**src/hdl/tec_regs.svh**
```systemverilog
// register offsets, field positions, reset values and timing counts of
// the trigger and exposure sequencer; assumes byte addresses on 32-bit words
`ifndef TEC_REGS_SVH
`define TEC_REGS_SVH

// register byte offsets
`define TEC_OFS_CTRL     8'h00
`define TEC_OFS_RATE     8'h04
`define TEC_OFS_TRIG     8'h08
`define TEC_OFS_SOFT     8'h0c
`define TEC_OFS_LAT      8'h10
`define TEC_OFS_SHUT     8'h14
`define TEC_OFS_DUR      8'h18
`define TEC_OFS_AUTO     8'h1c
`define TEC_OFS_FLOOR    8'h20
`define TEC_OFS_CEIL     8'h24
`define TEC_OFS_REGION   8'h28
`define TEC_OFS_STATUS   8'h2c
`define TEC_OFS_CURDUR   8'h30

// field positions
`define TEC_CTRL_START   0
`define TEC_CTRL_STOP    1
`define TEC_TRIG_EN      0
`define TEC_TRIG_ORG     1
`define TEC_TRIG_QUAL    3
`define TEC_TRIG_KIND    6
`define TEC_SHUT_AUTO    1
`define TEC_SHUT_PW      3

// reset values (durations in microseconds)
`define TEC_RST_DUR      24'h0003e8
`define TEC_RST_FLOOR    24'h00000a
`define TEC_RST_CEIL     24'h989680
`define TEC_RST_GOAL     8'h80
`define TEC_RST_ADJ      8'h04
`define TEC_RST_REGION   32'hff00ff00

// timing
`define TEC_CLK_HZ       20000000
`define TEC_US_PER_S     1000000
`define TEC_CYC_PER_US   (`TEC_CLK_HZ / `TEC_US_PER_S)

`endif

```
**src/hdl/tec_pkg.sv**
```systemverilog
// types shared by the trigger and exposure sequencer
// assumes the offsets and counts come from tec_regs.svh
package tec_pkg;
   typedef enum logic [1:0] {TEC_ORG_PIN, TEC_ORG_TIMER,
                             TEC_ORG_SOFT} tec_origin_e;
   typedef enum logic [2:0] {TEC_Q_FALL, TEC_Q_RISE, TEC_Q_ANY,
                             TEC_Q_HIGH, TEC_Q_LOW} tec_qual_e;
   typedef enum logic [1:0] {TEC_AE_OFF, TEC_AE_ONCE,
                             TEC_AE_CONT} tec_auto_e;
   typedef enum logic {TEC_SHUT_TIMED} tec_shutter_e;
   typedef enum logic [1:0] {TEC_ST_IDLE, TEC_ST_DELAY,
                             TEC_ST_EXPOSE} tec_state_e;
   // settings of one trigger instance
   typedef struct packed {
      logic        en;
      tec_origin_e origin;
      tec_qual_e   qual;
      logic [11:0] latency;
   } tec_trig_cfg_s;
endpackage

```
**src/hdl/tec_trigger_exposure.sv**
```systemverilog
// trigger qualification, trigger delay, frame pacing and exposure timing,
// with auto exposure and an AXI4-Lite register slave
// assumes pixel inputs come from logic on i_ref_clk; the trigger pin is async
`timescale 1ns/1ps
`include "tec_regs.svh"

// Notes on behaviour
// - rate zero runs back to back, else paced
// - frame rate writes ignored while streaming
// - long exposure completes and stretches frame
// - trigger enable off is free run, default
// - kind select picks instance being configured
// - origin pin, timer or command; command default
// - command write pulses once, origin command only
// - each command trigger while streaming and idle starts one exposure
// - pin qualified by edge or level, falling default
// - delay 0 to 4095 us before exposure
// - enable, origin, qualify writes ignored while streaming
// - manual or brightness driven exposure duration
// - optional exposure end at pin pulse end
// - manual duration only with auto off; timed
// - auto mode effective only in timed shutter
// - auto off, once, or continuous per frame
// - auto loop: window, goal, rate, floor, ceiling
// - streaming starts only on begin command
module tec_trigger_exposure #(
   parameter int DW = 24
) (
   // clock, reset, enable
   input  wire logic          i_ref_clk,
   input  wire logic          i_rst,
   input  wire logic          i_ce,
   // axi4-lite slave
   input  wire logic [7:0]    i_axi_awaddr,
   input  wire logic          i_axi_awvalid,
   output logic               o_axi_awready,
   input  wire logic [31:0]   i_axi_wdata,
   input  wire logic [3:0]    i_axi_wstrb,
   input  wire logic          i_axi_wvalid,
   output logic               o_axi_wready,
   output logic [1:0]         o_axi_bresp,
   output logic               o_axi_bvalid,
   input  wire logic          i_axi_bready,
   input  wire logic [7:0]    i_axi_araddr,
   input  wire logic          i_axi_arvalid,
   output logic               o_axi_arready,
   output logic [31:0]        o_axi_rdata,
   output logic [1:0]         o_axi_rresp,
   output logic               o_axi_rvalid,
   input  wire logic          i_axi_rready,
   // trigger pin and pixel measurement
   input  wire logic          i_ext_input_line_one,
   input  wire logic          i_pix_valid,
   input  wire logic [7:0]    i_pix_level,
   input  wire logic [11:0]   i_pix_x,
   input  wire logic [11:0]   i_pix_y,
   input  wire logic          i_frame_end,
   // status
   output logic               o_streaming,
   output logic               o_exposing,
   output logic               o_exposure_begin,
   output logic               o_exposure_end
);
   localparam int CYC = `TEC_CYC_PER_US;
   localparam logic [25:0] CLK_HZ = 26'(`TEC_CLK_HZ);

   tec_pkg::tec_trig_cfg_s cfg_q [2];
   tec_pkg::tec_trig_cfg_s fcfg;
   tec_pkg::tec_auto_e     auto_q;
   tec_pkg::tec_state_e    state_q;
   logic           kind_q, soft_q, pw_q;
   logic [15:0]    rate_q;
   logic [DW-1:0]  dur_q, floor_q, ceil_q, ae_q, dur_sel, dur_eff;
   logic [7:0]     goal_q, adj_q;
   logic [31:0]    region_q;
   logic           awready_q, wready_q, bvalid_q, arready_q, rvalid_q;
   logic           aw_held_q, w_held_q, wr_fire;
   logic [1:0]     bresp_q, rresp_q;
   logic [7:0]     aw_addr_q;
   logic [31:0]    w_data_q, rdata_q, wr_cur, wr_val, wmask;
   logic [3:0]     w_strb_q;
   logic           line_s1_q, line_s2_q, line_p_q, lvl_q, pw_run_q;
   logic           rise, fall, qual_hit, hit, free_go, go;
   logic [25:0]    acc_q, acc_sum;
   logic           tick_q, pend_q, us_tick;
   logic [4:0]     pre_q;
   logic [DW-1:0]  cnt_q, dur_lat_q;
   logic [31:0]    sum_q, cyc_q;
   logic [DW-1:0]  cnt_pix_q, step, raw, ae_nx;
   logic           bright, in_win, ae_upd;

   assign fcfg = cfg_q[0];  // frame start instance drives the sequencer

   // read value of any register; unmapped words read as zero
   function automatic logic [31:0] rd(input logic [7:0] a);
      logic [31:0] v;
      v = 32'h0;
      case (a & 8'hfc)
         `TEC_OFS_CTRL:   v[0] = o_streaming;
         `TEC_OFS_RATE:   v[15:0] = rate_q;
         `TEC_OFS_TRIG:   v = {25'h0, kind_q, cfg_q[kind_q].qual,
                               cfg_q[kind_q].origin, cfg_q[kind_q].en};
         `TEC_OFS_LAT:    v[11:0] = cfg_q[kind_q].latency;
         `TEC_OFS_SHUT:   v[3:0] = {pw_q, auto_q, tec_pkg::TEC_SHUT_TIMED};
         `TEC_OFS_DUR:    v[DW-1:0] = dur_q;
         `TEC_OFS_AUTO:   v[15:0] = {adj_q, goal_q};
         `TEC_OFS_FLOOR:  v[DW-1:0] = floor_q;
         `TEC_OFS_CEIL:   v[DW-1:0] = ceil_q;
         `TEC_OFS_REGION: v = region_q;
         `TEC_OFS_STATUS: v[2:0] = {pend_q, state_q == tec_pkg::TEC_ST_DELAY,
                                    o_exposing};
         `TEC_OFS_CURDUR: v[DW-1:0] = dur_sel;
         default:         v = 32'h0;  // soft command is write-only
      endcase
      return v;
   endfunction

   // byte lanes merge the held write data into the present value
   always_comb begin
      for (int b = 0; b < 4; b++) begin
         wmask[b*8 +: 8] = {8{w_strb_q[b]}};
      end
      wr_cur  = rd(aw_addr_q);
      wr_val  = (wr_cur & ~wmask) | (w_data_q & wmask);
      wr_fire = i_ce && aw_held_q && w_held_q && !bvalid_q;
   end

   // write channels: address and data taken in either order
   always_ff @(posedge i_ref_clk) begin
      if (i_rst) begin
         awready_q <= 1'b0;
         wready_q  <= 1'b0;
         aw_held_q <= 1'b0;
         w_held_q  <= 1'b0;
         bvalid_q  <= 1'b0;
         bresp_q   <= 2'h0;
         aw_addr_q <= 8'h00;
         w_data_q  <= 32'h0;
         w_strb_q  <= 4'h0;
      end else if (i_ce) begin
         if (awready_q && i_axi_awvalid) begin
            aw_addr_q <= i_axi_awaddr;
            aw_held_q <= 1'b1;
            awready_q <= 1'b0;
         end else if (!aw_held_q) begin
            awready_q <= 1'b1;
         end
         if (wready_q && i_axi_wvalid) begin
            w_data_q <= i_axi_wdata;
            w_strb_q <= i_axi_wstrb;
            w_held_q <= 1'b1;
            wready_q <= 1'b0;
         end else if (!w_held_q) begin
            wready_q <= 1'b1;
         end
         if (wr_fire) begin
            bvalid_q  <= 1'b1;
            bresp_q   <= (aw_addr_q > `TEC_OFS_CURDUR + 8'h03) ? 2'h2 : 2'h0;
            aw_held_q <= 1'b0;
            w_held_q  <= 1'b0;
         end else if (bvalid_q && i_axi_bready) begin
            bvalid_q <= 1'b0;
         end
      end
   end

   // read channel: data answered one cycle after the address is taken
   always_ff @(posedge i_ref_clk) begin
      if (i_rst) begin
         arready_q <= 1'b0;
         rvalid_q  <= 1'b0;
         rdata_q   <= 32'h0;
         rresp_q   <= 2'h0;
      end else if (i_ce) begin
         if (arready_q && i_axi_arvalid) begin
            arready_q <= 1'b0;
            rvalid_q  <= 1'b1;
            rdata_q   <= rd(i_axi_araddr);
            rresp_q   <= (i_axi_araddr > `TEC_OFS_CURDUR + 8'h03) ? 2'h2
                                                                   : 2'h0;
         end else if (rvalid_q && i_axi_rready) begin
            rvalid_q  <= 1'b0;
            arready_q <= 1'b1;
         end else if (!rvalid_q) begin
            arready_q <= 1'b1;
         end
      end
   end

   // bus outputs straight from their flops, no logic after them
   assign o_axi_awready = awready_q;
   assign o_axi_wready  = wready_q;
   assign o_axi_bvalid  = bvalid_q;
   assign o_axi_bresp   = bresp_q;
   assign o_axi_arready = arready_q;
   assign o_axi_rvalid  = rvalid_q;
   assign o_axi_rdata   = rdata_q;
   assign o_axi_rresp   = rresp_q;

   // auto exposure step, clamped between floor and ceiling
   always_comb begin
      step   = DW'({adj_q, 4'h0});
      bright = sum_q > 32'(goal_q) * 32'(cnt_pix_q);
      if (cnt_pix_q == '0 || sum_q == 32'(goal_q) * 32'(cnt_pix_q)) begin
         raw = ae_q;
      end else if (bright) begin
         raw = (ae_q > step) ? ae_q - step : '0;
      end else begin
         raw = (ae_q > ceil_q - step) ? ceil_q : ae_q + step;
      end
      ae_nx  = (raw < floor_q) ? floor_q : (raw > ceil_q) ? ceil_q : raw;
      ae_upd = i_ce && i_frame_end && auto_q != tec_pkg::TEC_AE_OFF;
   end

   // settings; the stream lock keeps stale values in force on purpose
   always_ff @(posedge i_ref_clk) begin
      if (i_rst) begin
         o_streaming <= 1'b0;
         rate_q      <= 16'h0000;
         kind_q      <= 1'b0;
         soft_q      <= 1'b0;
         for (int k = 0; k < 2; k++) begin
            cfg_q[k] <= '{1'b0, tec_pkg::TEC_ORG_SOFT,
                          tec_pkg::TEC_Q_FALL, 12'h000};
         end
         auto_q   <= tec_pkg::TEC_AE_OFF;
         pw_q     <= 1'b0;
         dur_q    <= `TEC_RST_DUR;
         floor_q  <= `TEC_RST_FLOOR;
         ceil_q   <= `TEC_RST_CEIL;
         ae_q     <= `TEC_RST_DUR;
         goal_q   <= `TEC_RST_GOAL;
         adj_q    <= `TEC_RST_ADJ;
         region_q <= `TEC_RST_REGION;
      end else if (i_ce) begin
         soft_q <= 1'b0;
         // once adjusts one frame, hands the result to manual, then stops
         if (ae_upd) begin
            ae_q <= ae_nx;
            if (auto_q == tec_pkg::TEC_AE_ONCE) begin
               dur_q  <= ae_nx;
               auto_q <= tec_pkg::TEC_AE_OFF;
            end
         end
         if (wr_fire) begin
            case (aw_addr_q & 8'hfc)
               `TEC_OFS_CTRL: begin
                  if (wr_val[`TEC_CTRL_START]) o_streaming <= 1'b1;
                  if (wr_val[`TEC_CTRL_STOP])  o_streaming <= 1'b0;
               end
               `TEC_OFS_RATE: if (!o_streaming) rate_q <= wr_val[15:0];
               `TEC_OFS_TRIG: begin
                  kind_q <= wr_val[`TEC_TRIG_KIND];
                  if (!o_streaming) begin
                     cfg_q[wr_val[`TEC_TRIG_KIND]].en <= wr_val[`TEC_TRIG_EN];
                     cfg_q[wr_val[`TEC_TRIG_KIND]].origin <= tec_pkg::
                        tec_origin_e'(wr_val[`TEC_TRIG_ORG +: 2]);
                     cfg_q[wr_val[`TEC_TRIG_KIND]].qual <= tec_pkg::
                        tec_qual_e'(wr_val[`TEC_TRIG_QUAL +: 3]);
                  end
               end
               `TEC_OFS_SOFT: soft_q <= 1'b1;
               `TEC_OFS_LAT:  cfg_q[kind_q].latency <= wr_val[11:0];
               `TEC_OFS_SHUT: begin
                  auto_q <= tec_pkg::tec_auto_e'(wr_val[`TEC_SHUT_AUTO +: 2]);
                  pw_q   <= wr_val[`TEC_SHUT_PW];
               end
               `TEC_OFS_DUR:    dur_q    <= wr_val[DW-1:0];
               `TEC_OFS_AUTO:   {adj_q, goal_q} <= wr_val[15:0];
               `TEC_OFS_FLOOR:  floor_q  <= wr_val[DW-1:0];
               `TEC_OFS_CEIL:   ceil_q   <= wr_val[DW-1:0];
               `TEC_OFS_REGION: region_q <= wr_val;
               default: ;
            endcase
         end
      end
   end

   // brightness sums over the metering region, window in 16-pixel units
   assign in_win = i_pix_x[11:4] >= region_q[7:0]
                && i_pix_x[11:4] <= region_q[15:8]
                && i_pix_y[11:4] >= region_q[23:16]
                && i_pix_y[11:4] <= region_q[31:24];
   always_ff @(posedge i_ref_clk) begin
      if (i_rst) begin
         sum_q     <= 32'h0;
         cnt_pix_q <= '0;
      end else if (i_ce) begin
         if (i_frame_end) begin
            sum_q     <= 32'h0;
            cnt_pix_q <= '0;
         end else if (i_pix_valid && in_win) begin
            sum_q     <= sum_q + 32'(i_pix_level);
            cnt_pix_q <= cnt_pix_q + 1'b1;
         end
      end
   end

   // pin synchroniser; the second stage and its delayed copy feed the qualifier
   always_ff @(posedge i_ref_clk) begin
      if (i_rst) begin
         line_s1_q <= 1'b1;
         line_s2_q <= 1'b1;
         line_p_q  <= 1'b1;
      end else if (i_ce) begin
         line_s1_q <= i_ext_input_line_one;
         line_s2_q <= line_s1_q;
         line_p_q  <= line_s2_q;
      end
   end

   // trigger qualification and start decision
   always_comb begin
      rise = line_s2_q && !line_p_q;
      fall = !line_s2_q && line_p_q;
      case (fcfg.qual)
         tec_pkg::TEC_Q_FALL: qual_hit = fall;
         tec_pkg::TEC_Q_RISE: qual_hit = rise;
         tec_pkg::TEC_Q_ANY:  qual_hit = rise || fall;
         tec_pkg::TEC_Q_HIGH: qual_hit = line_s2_q;
         tec_pkg::TEC_Q_LOW:  qual_hit = !line_s2_q;
         default:             qual_hit = 1'b0;
      endcase
      free_go = rate_q == 16'h0000 || pend_q;
      case (fcfg.origin)
         tec_pkg::TEC_ORG_PIN:   hit = qual_hit;
         tec_pkg::TEC_ORG_TIMER: hit = free_go;
         tec_pkg::TEC_ORG_SOFT:  hit = soft_q;
         default:                hit = 1'b0;
      endcase
      // busy states drop pin and command triggers; a timer tick stays pending
      go = i_ce && o_streaming && state_q == tec_pkg::TEC_ST_IDLE
        && (fcfg.en ? hit : free_go);
      // auto value only counts in timed shutter, manual otherwise
      dur_sel = (tec_pkg::TEC_SHUT_TIMED == tec_pkg::TEC_SHUT_TIMED
                 && auto_q != tec_pkg::TEC_AE_OFF) ? ae_q : dur_q;
      dur_eff = (dur_sel == '0) ? DW'(1) : dur_sel;
      acc_sum = acc_q + 26'(rate_q);
      us_tick = pre_q == 5'(CYC - 1);
   end

   // frame-rate timer; a tick still pending after a long exposure starts
   // the next frame at once, which stretches the period
   always_ff @(posedge i_ref_clk) begin
      if (i_rst) begin
         acc_q  <= 26'h0;
         tick_q <= 1'b0;
         pend_q <= 1'b0;
      end else if (i_ce) begin
         tick_q <= 1'b0;
         if (rate_q == 16'h0000 || !o_streaming) begin
            acc_q <= 26'h0;
         end else if (acc_sum >= CLK_HZ) begin
            acc_q  <= acc_sum - CLK_HZ;
            tick_q <= 1'b1;
         end else begin
            acc_q <= acc_sum;
         end
         pend_q <= o_streaming && (tick_q || (pend_q && !go));
      end
   end

   // delay and exposure sequencer, timed in microsecond ticks
   always_ff @(posedge i_ref_clk) begin
      if (i_rst) begin
         state_q          <= tec_pkg::TEC_ST_IDLE;
         cnt_q            <= '0;
         pre_q            <= 5'h00;
         lvl_q            <= 1'b0;
         pw_run_q         <= 1'b0;
         dur_lat_q        <= '0;
         o_exposing       <= 1'b0;
         o_exposure_begin <= 1'b0;
         o_exposure_end   <= 1'b0;
      end else if (i_ce) begin
         o_exposure_begin <= 1'b0;
         o_exposure_end   <= 1'b0;
         pre_q <= us_tick ? 5'h00 : pre_q + 5'h01;
         case (state_q)
            tec_pkg::TEC_ST_IDLE: if (go) begin
               pre_q    <= 5'h00;
               lvl_q    <= line_s2_q;
               pw_run_q <= fcfg.en && pw_q
                        && fcfg.origin == tec_pkg::TEC_ORG_PIN;
               if (fcfg.en && fcfg.latency != 12'h000) begin
                  state_q <= tec_pkg::TEC_ST_DELAY;
                  cnt_q   <= DW'(fcfg.latency);
               end else begin
                  state_q          <= tec_pkg::TEC_ST_EXPOSE;
                  cnt_q            <= dur_eff;
                  dur_lat_q        <= dur_eff;
                  o_exposing       <= 1'b1;
                  o_exposure_begin <= 1'b1;
               end
            end
            tec_pkg::TEC_ST_DELAY: if (us_tick) begin
               if (cnt_q <= DW'(1)) begin
                  state_q          <= tec_pkg::TEC_ST_EXPOSE;
                  cnt_q            <= dur_eff;
                  dur_lat_q        <= dur_eff;
                  o_exposing       <= 1'b1;
                  o_exposure_begin <= 1'b1;
               end else begin
                  cnt_q <= cnt_q - 1'b1;
               end
            end
            tec_pkg::TEC_ST_EXPOSE: begin
               // full duration runs unless the pin pulse end stops it; frame pacing waits for it
               if (pw_run_q ? line_s2_q != lvl_q
                            : (us_tick && cnt_q <= DW'(1))) begin
                  state_q        <= tec_pkg::TEC_ST_IDLE;
                  o_exposing     <= 1'b0;
                  o_exposure_end <= 1'b1;
               end else if (us_tick) begin
                  cnt_q <= cnt_q - 1'b1;
               end
            end
            default: state_q <= tec_pkg::TEC_ST_IDLE;
         endcase
      end
   end

   // cycles spent in the present exposure, read only by the checks
   always_ff @(posedge i_ref_clk) begin
      if (i_rst || state_q != tec_pkg::TEC_ST_EXPOSE) cyc_q <= 32'h0;
      else if (i_ce) cyc_q <= cyc_q + 32'h1;
   end

   stream_gate_a: assert property (@(posedge i_ref_clk) disable iff (i_rst)
      (!o_streaming && state_q == tec_pkg::TEC_ST_IDLE)
         |=> state_q == tec_pkg::TEC_ST_IDLE)
      else $error("sequencer left idle while not streaming");
   rate_lock_a: assert property (@(posedge i_ref_clk) disable iff (i_rst)
      o_streaming |=> rate_q == $past(rate_q))
      else $error("frame rate changed while streaming");
   trig_lock_a: assert property (@(posedge i_ref_clk) disable iff (i_rst)
      o_streaming |=> {cfg_q[0].en, cfg_q[0].origin, cfg_q[0].qual}
                   == $past({cfg_q[0].en, cfg_q[0].origin, cfg_q[0].qual}))
      else $error("trigger setting changed while streaming");
   sync_depth_a: assert property (@(posedge i_ref_clk) disable iff (i_rst)
      ($past(i_ce) && $past(i_ce, 2)) |-> line_s2_q == $past(i_ext_input_line_one, 2))
      else $error("pin not seen two cycles later");
   delay_busy_a: assert property (@(posedge i_ref_clk) disable iff (i_rst)
      state_q == tec_pkg::TEC_ST_DELAY |=> state_q != tec_pkg::TEC_ST_IDLE)
      else $error("delay ended without exposure");
   soft_start_a: assert property (@(posedge i_ref_clk) disable iff (i_rst)
      (i_ce && o_streaming && state_q == tec_pkg::TEC_ST_IDLE && fcfg.en
       && fcfg.origin == tec_pkg::TEC_ORG_SOFT && soft_q)
         |=> state_q != tec_pkg::TEC_ST_IDLE)
      else $error("command trigger did not start");
   free_run_a: assert property (@(posedge i_ref_clk) disable iff (i_rst)
      (i_ce && o_streaming && !fcfg.en && rate_q == 16'h0000
       && state_q == tec_pkg::TEC_ST_IDLE) |=> o_exposure_begin)
      else $error("free run at rate zero did not restart");
   full_expo_a: assert property (@(posedge i_ref_clk) disable iff (i_rst)
      (i_ce && o_exposing && !pw_run_q && cyc_q + 32'h1 < 32'(dur_lat_q) * CYC)
         |=> o_exposing)
      else $error("exposure cut short");
   ae_clamp_a: assert property (@(posedge i_ref_clk) disable iff (i_rst)
      (ae_upd && floor_q <= ceil_q) |=> (ae_q >= floor_q && ae_q <= ceil_q))
      else $error("auto duration outside limits");
endmodule

```
**config.mk**
```make
export PLATFORM = sky130hd
export DESIGN_NAME = tec_trigger_exposure
export DESIGN_NICKNAME = d
export VERILOG_FILES = /design/src/hdl/tec_pkg.sv /design/src/hdl/tec_trigger_exposure.sv
export VERILOG_INCLUDE_DIRS = /design/src /design/src/hdl
export SDC_FILE = /design/constraint.sdc
export NUM_CORES = 2
export LEC_CHECK = 0
export ABC_CLOCK_PERIOD_IN_PS = 13500
export BUFFER_PORTS_ARGS = -buffer_cell sky130_fd_sc_hd__buf_2
export CORE_ASPECT_RATIO = 0.5
export CORE_MARGIN = 2
export CORE_UTILIZATION = 64
export DETAILED_ROUTE_END_ITERATION = 8
export PLACE_DENSITY = 0.82
export RECOVER_POWER = 50
export SETUP_SLACK_MARGIN = 0.02
export SYNTH_ARGS = -nofsm -noshare
export SYNTH_HDL_FRONTEND = slang
export SYNTH_SLANG_ARGS = --single-unit
```
**constraint.sdc**
```tcl
create_clock -name i_ref_clk -period 13.5 [get_ports i_ref_clk]
set_input_delay 0.675 -clock i_ref_clk [delete_from_list [all_inputs] [get_ports i_ref_clk]]
set_output_delay 0.675 -clock i_ref_clk [all_outputs]
set_load 0.005 [all_outputs]
```
==> results.cfg <==
[die]
fp.dieArea_mm2 = 0.0541
die_x_um = 327
rows = 59
core-area_mm2 = 0.0517
ios = 140
die_y_um = 166
initial_core_util_pct = 64.5

[clock_tree]
clockBufferDepth = 3
htreeDepth = 2
cts-root-buf = clkbuf_16
cts_inserted_buffers = 40
cts-hold-fix-buffers = 0
path_clk_slew_ns = 0.07
cts_tree = yes
cts_resized = 0
cts_setup_buffers = 0
clkSinkCount = 409
insertion_delay_ns = 0.62

[timing]
finalClockSkew_ns = 0.0462
setup_ws_ns = 1.08
slew_headroom_pct = -44.9
drv_slew = 111
setup_viol = 0
fin_tns_setup_ns = 0
worstMarginPinSlew_ns = 2.17
fmax_mhz = 80.5
final.min_clock_period_ns = 12.42
fin_crit_sh_pct = 92.0
rsz0062_at_grt = no
hold_viol_final = 0

[setup_path]
cp_common_cell = a21oi_1
cp_data_required_time_ns = 13.98
crit_slowest_cell = dfxtp_1
path_class = reg2reg
cp-end-kind = register
cp.arrival_ns = 12.89
cpPeakStageDelay_ns = 1.14
startpoint_type = register
cp_max_fo = 21

[routing]
finalWirelength_um = 117000
vias = 32900
wl_per_cell_um = 23.8
vias_per_cell = 6.67
drtPass1Iterations = 6
antenna_left = 0
drcViolationCount = 0
drtIter0Drc = 4544

[layout]
fin_nets = 4685
syn_to_final_growth_pct = 7.10
antenna_cells = 0
drive_above_1_share_pct = 6.64

[power_and_ir_drop]
cellPowerDensity_mw_per_mm2 = 74.7
ir_drop_mv = 0.0822
p_leak_nw = 15.0

[synth]
synth-warning-count = 0
synth_commonest_cells = 475 x nand2_1, 411 x nor2_1, 373 x dfxtp_1
syn_inst = 4230
async_flop_share_pct = 0
synth_area_mm2 = 0.0334
synthFlopType = dfxtp_1
yosys-top-cells-area = dfxtp_1 22%, ha_1 9.3%, fa_1 8.2%
synth_top_area_share_pct = 22.4
synth_edf_count = 36
avgSynthCellArea_um2 = 7.89
yosysTopAreaCell = dfxtp_1
yosysUniqueCellTypes = 103
ys_ff_latch = 409
seq_area_frac_synth_pct = 25.6
synth.most_common_cell = nand2_1

[grt]
grt_pass1_vias = 30200
grt_start_max_net_pins = 146
grt_pass1_wl_um = 177000
grt_use_total_pct = 42.1
gr-total-overflow = 0
grt_antenna_before_repair = 0

[hold_path]
hp-class = in2reg

[placed_design]
place_congestion = 1.04
pre_cts_ws_ns = 1.32
hpwlAfterDp_um = 87900
io_buffers = 125

[run_status]
failed_checks = capacitance limit, slew limit
status = finished, violations left

[run]
maxCapViolCount = 3
[cell families after synthesis]
family | count (synthesis) | synth area share [%]
adders and majority gates | 385 | 17.5
buffers and inverters | 568 | 6.52
and+or+nand+nor | 1509 | 21.4
AOI/OAI and AO/OA | 1133 | 22.7
other | 1 | 0.0112
muxes | 85 | 2.63
xor gates and xnor gates | 140 | 3.67
DFF | 409 | 25.6
[worst max-delay path: cells and delay by family, from the launching register on]
kind / cells / cell delay (ns)
flip-flops: 1 / 1.14
AND/OR/NAND/NOR: 11 / 2.83
AO/OA/AOI/OAI: 19 / 5.10
buffers and inverters: 4 / 0.50
multiplexers: 1 / 0.25
adder cells (fa/ha/maj): 6 / 2.33
XOR/XNOR: 1 / 0.09
[final timing paths]
| path | startpoint | to | slack (ns) | depth (start not counted) |
|---|---|---|---|---|
| setup / recovery | goal_q[1] | dur_q[22] | 1.08 | 42 |
| hold / removal | i_axi_wdata[23] | w_data_q[23] | 0.29 | 3 |
| setup reg to reg | goal_q[1] | dur_q[22] | 1.08 | 42 |
| hold reg to reg | o_axi_rdata[25] | o_axi_rdata[25] | 0.45 | 2 |
[state kept, by name, indices dropped and copies added, names as in the netlist, 2 cells and up, named ones only]
register     flops
goal_q           8
sum_q           32
floor_q         24
aw_addr_q        6
pre_q            5
state_q          2
auto_q           2
w_strb_q         4
o_axi_rdata     32
cfg_q           36
w_data_q        32
dur_q           24
cnt_pix_q       24
region_q        32
acc_q           26
adj_q            8
cnt_q           24
ae_q            24
rate_q          16
ceil_q          24
[layer usage]
layer / share of wire [%] / global-route usage (%) / vias up
li1: - / - / 14900
met1: 40 / 55.8 / 15700
met2: 43 / 65.6 / 1921
met3: 12 / 10.7 / 387
met4: 4.8 / 17.7 / 0
met5: 0 / 0 / -
[stage by stage]
stage                     util, %  instance area, um^2  hold WS [ns]  instances  total power [mW]
final                        69.1                35800         0.286       4935              2.67
after global routing         69.1                35800         0.300       4935              2.73
after CTS                    69.3                35900         0.292       4935              2.66
after detailed placement     66.6                34500         0.442       4864              1.45
after global placement       66.6                34500         0.429       4864              1.45
after floorplan                 -                33400         0.429       4231              1.38
[where the power goes]
| group | switching (mW) | leakage [nW] | total, mW | internal [mW] |
|---|---|---|---|---|
| sequential | 0.0112 | 3.37 | 1.25 | 1.23 |
| combinational | 0.131 | 10.9 | 0.189 | 0.0577 |
| clock | 0.558 | 0.669 | 1.24 | 0.680 |
| total | 0.700 | 15.0 | 2.67 | 1.97 |
[layout by cell type (no fill, tap or decap), types with 32 or more instances in the layout]
master	synthesis	routed
nor3_1	73	70
xor2_1	56	56
a221oi_1	61	60
a21oi_1	301	298
mux2i_1	72	71
o21a_1	32	32
dfxtp_1	373	373
clkbuf_1	224	43
nor2b_1	32	32
fa_1	137	137
clkbuf_16	0	40
nand2b_1	38	38
edfxtp_1	36	36
and2_1	162	162
nand3_1	95	95
o211ai_1	44	44
inv_1	312	311
nand4_1	44	44
ha_1	248	248
xnor2_1	84	84
and3_1	38	38
nor2_1	411	409
a211oi_1	70	70
a22oi_1	80	80
buf_4	3	52
buf_2	7	97
o21ai_0	193	193
a21o_1	81	81
nor4_1	37	37
nand2_1	475	475
[area by class of cell]
| type | instances | area, um^2 |
|---|---|---|
| fillers | 4284 | 16000 |
| multi-input cells | 3254 | 22700 |
| clock inverters | 18 | 289 |
| clock buffers | 53 | 1100 |
| repair buffers | 187 | 1040 |
| flip-flops and latches | 409 | 8550 |
| inverters | 313 | 1170 |
| well taps | 701 | 877 |
No activity file was read; power rests on OpenSTA's default activity.
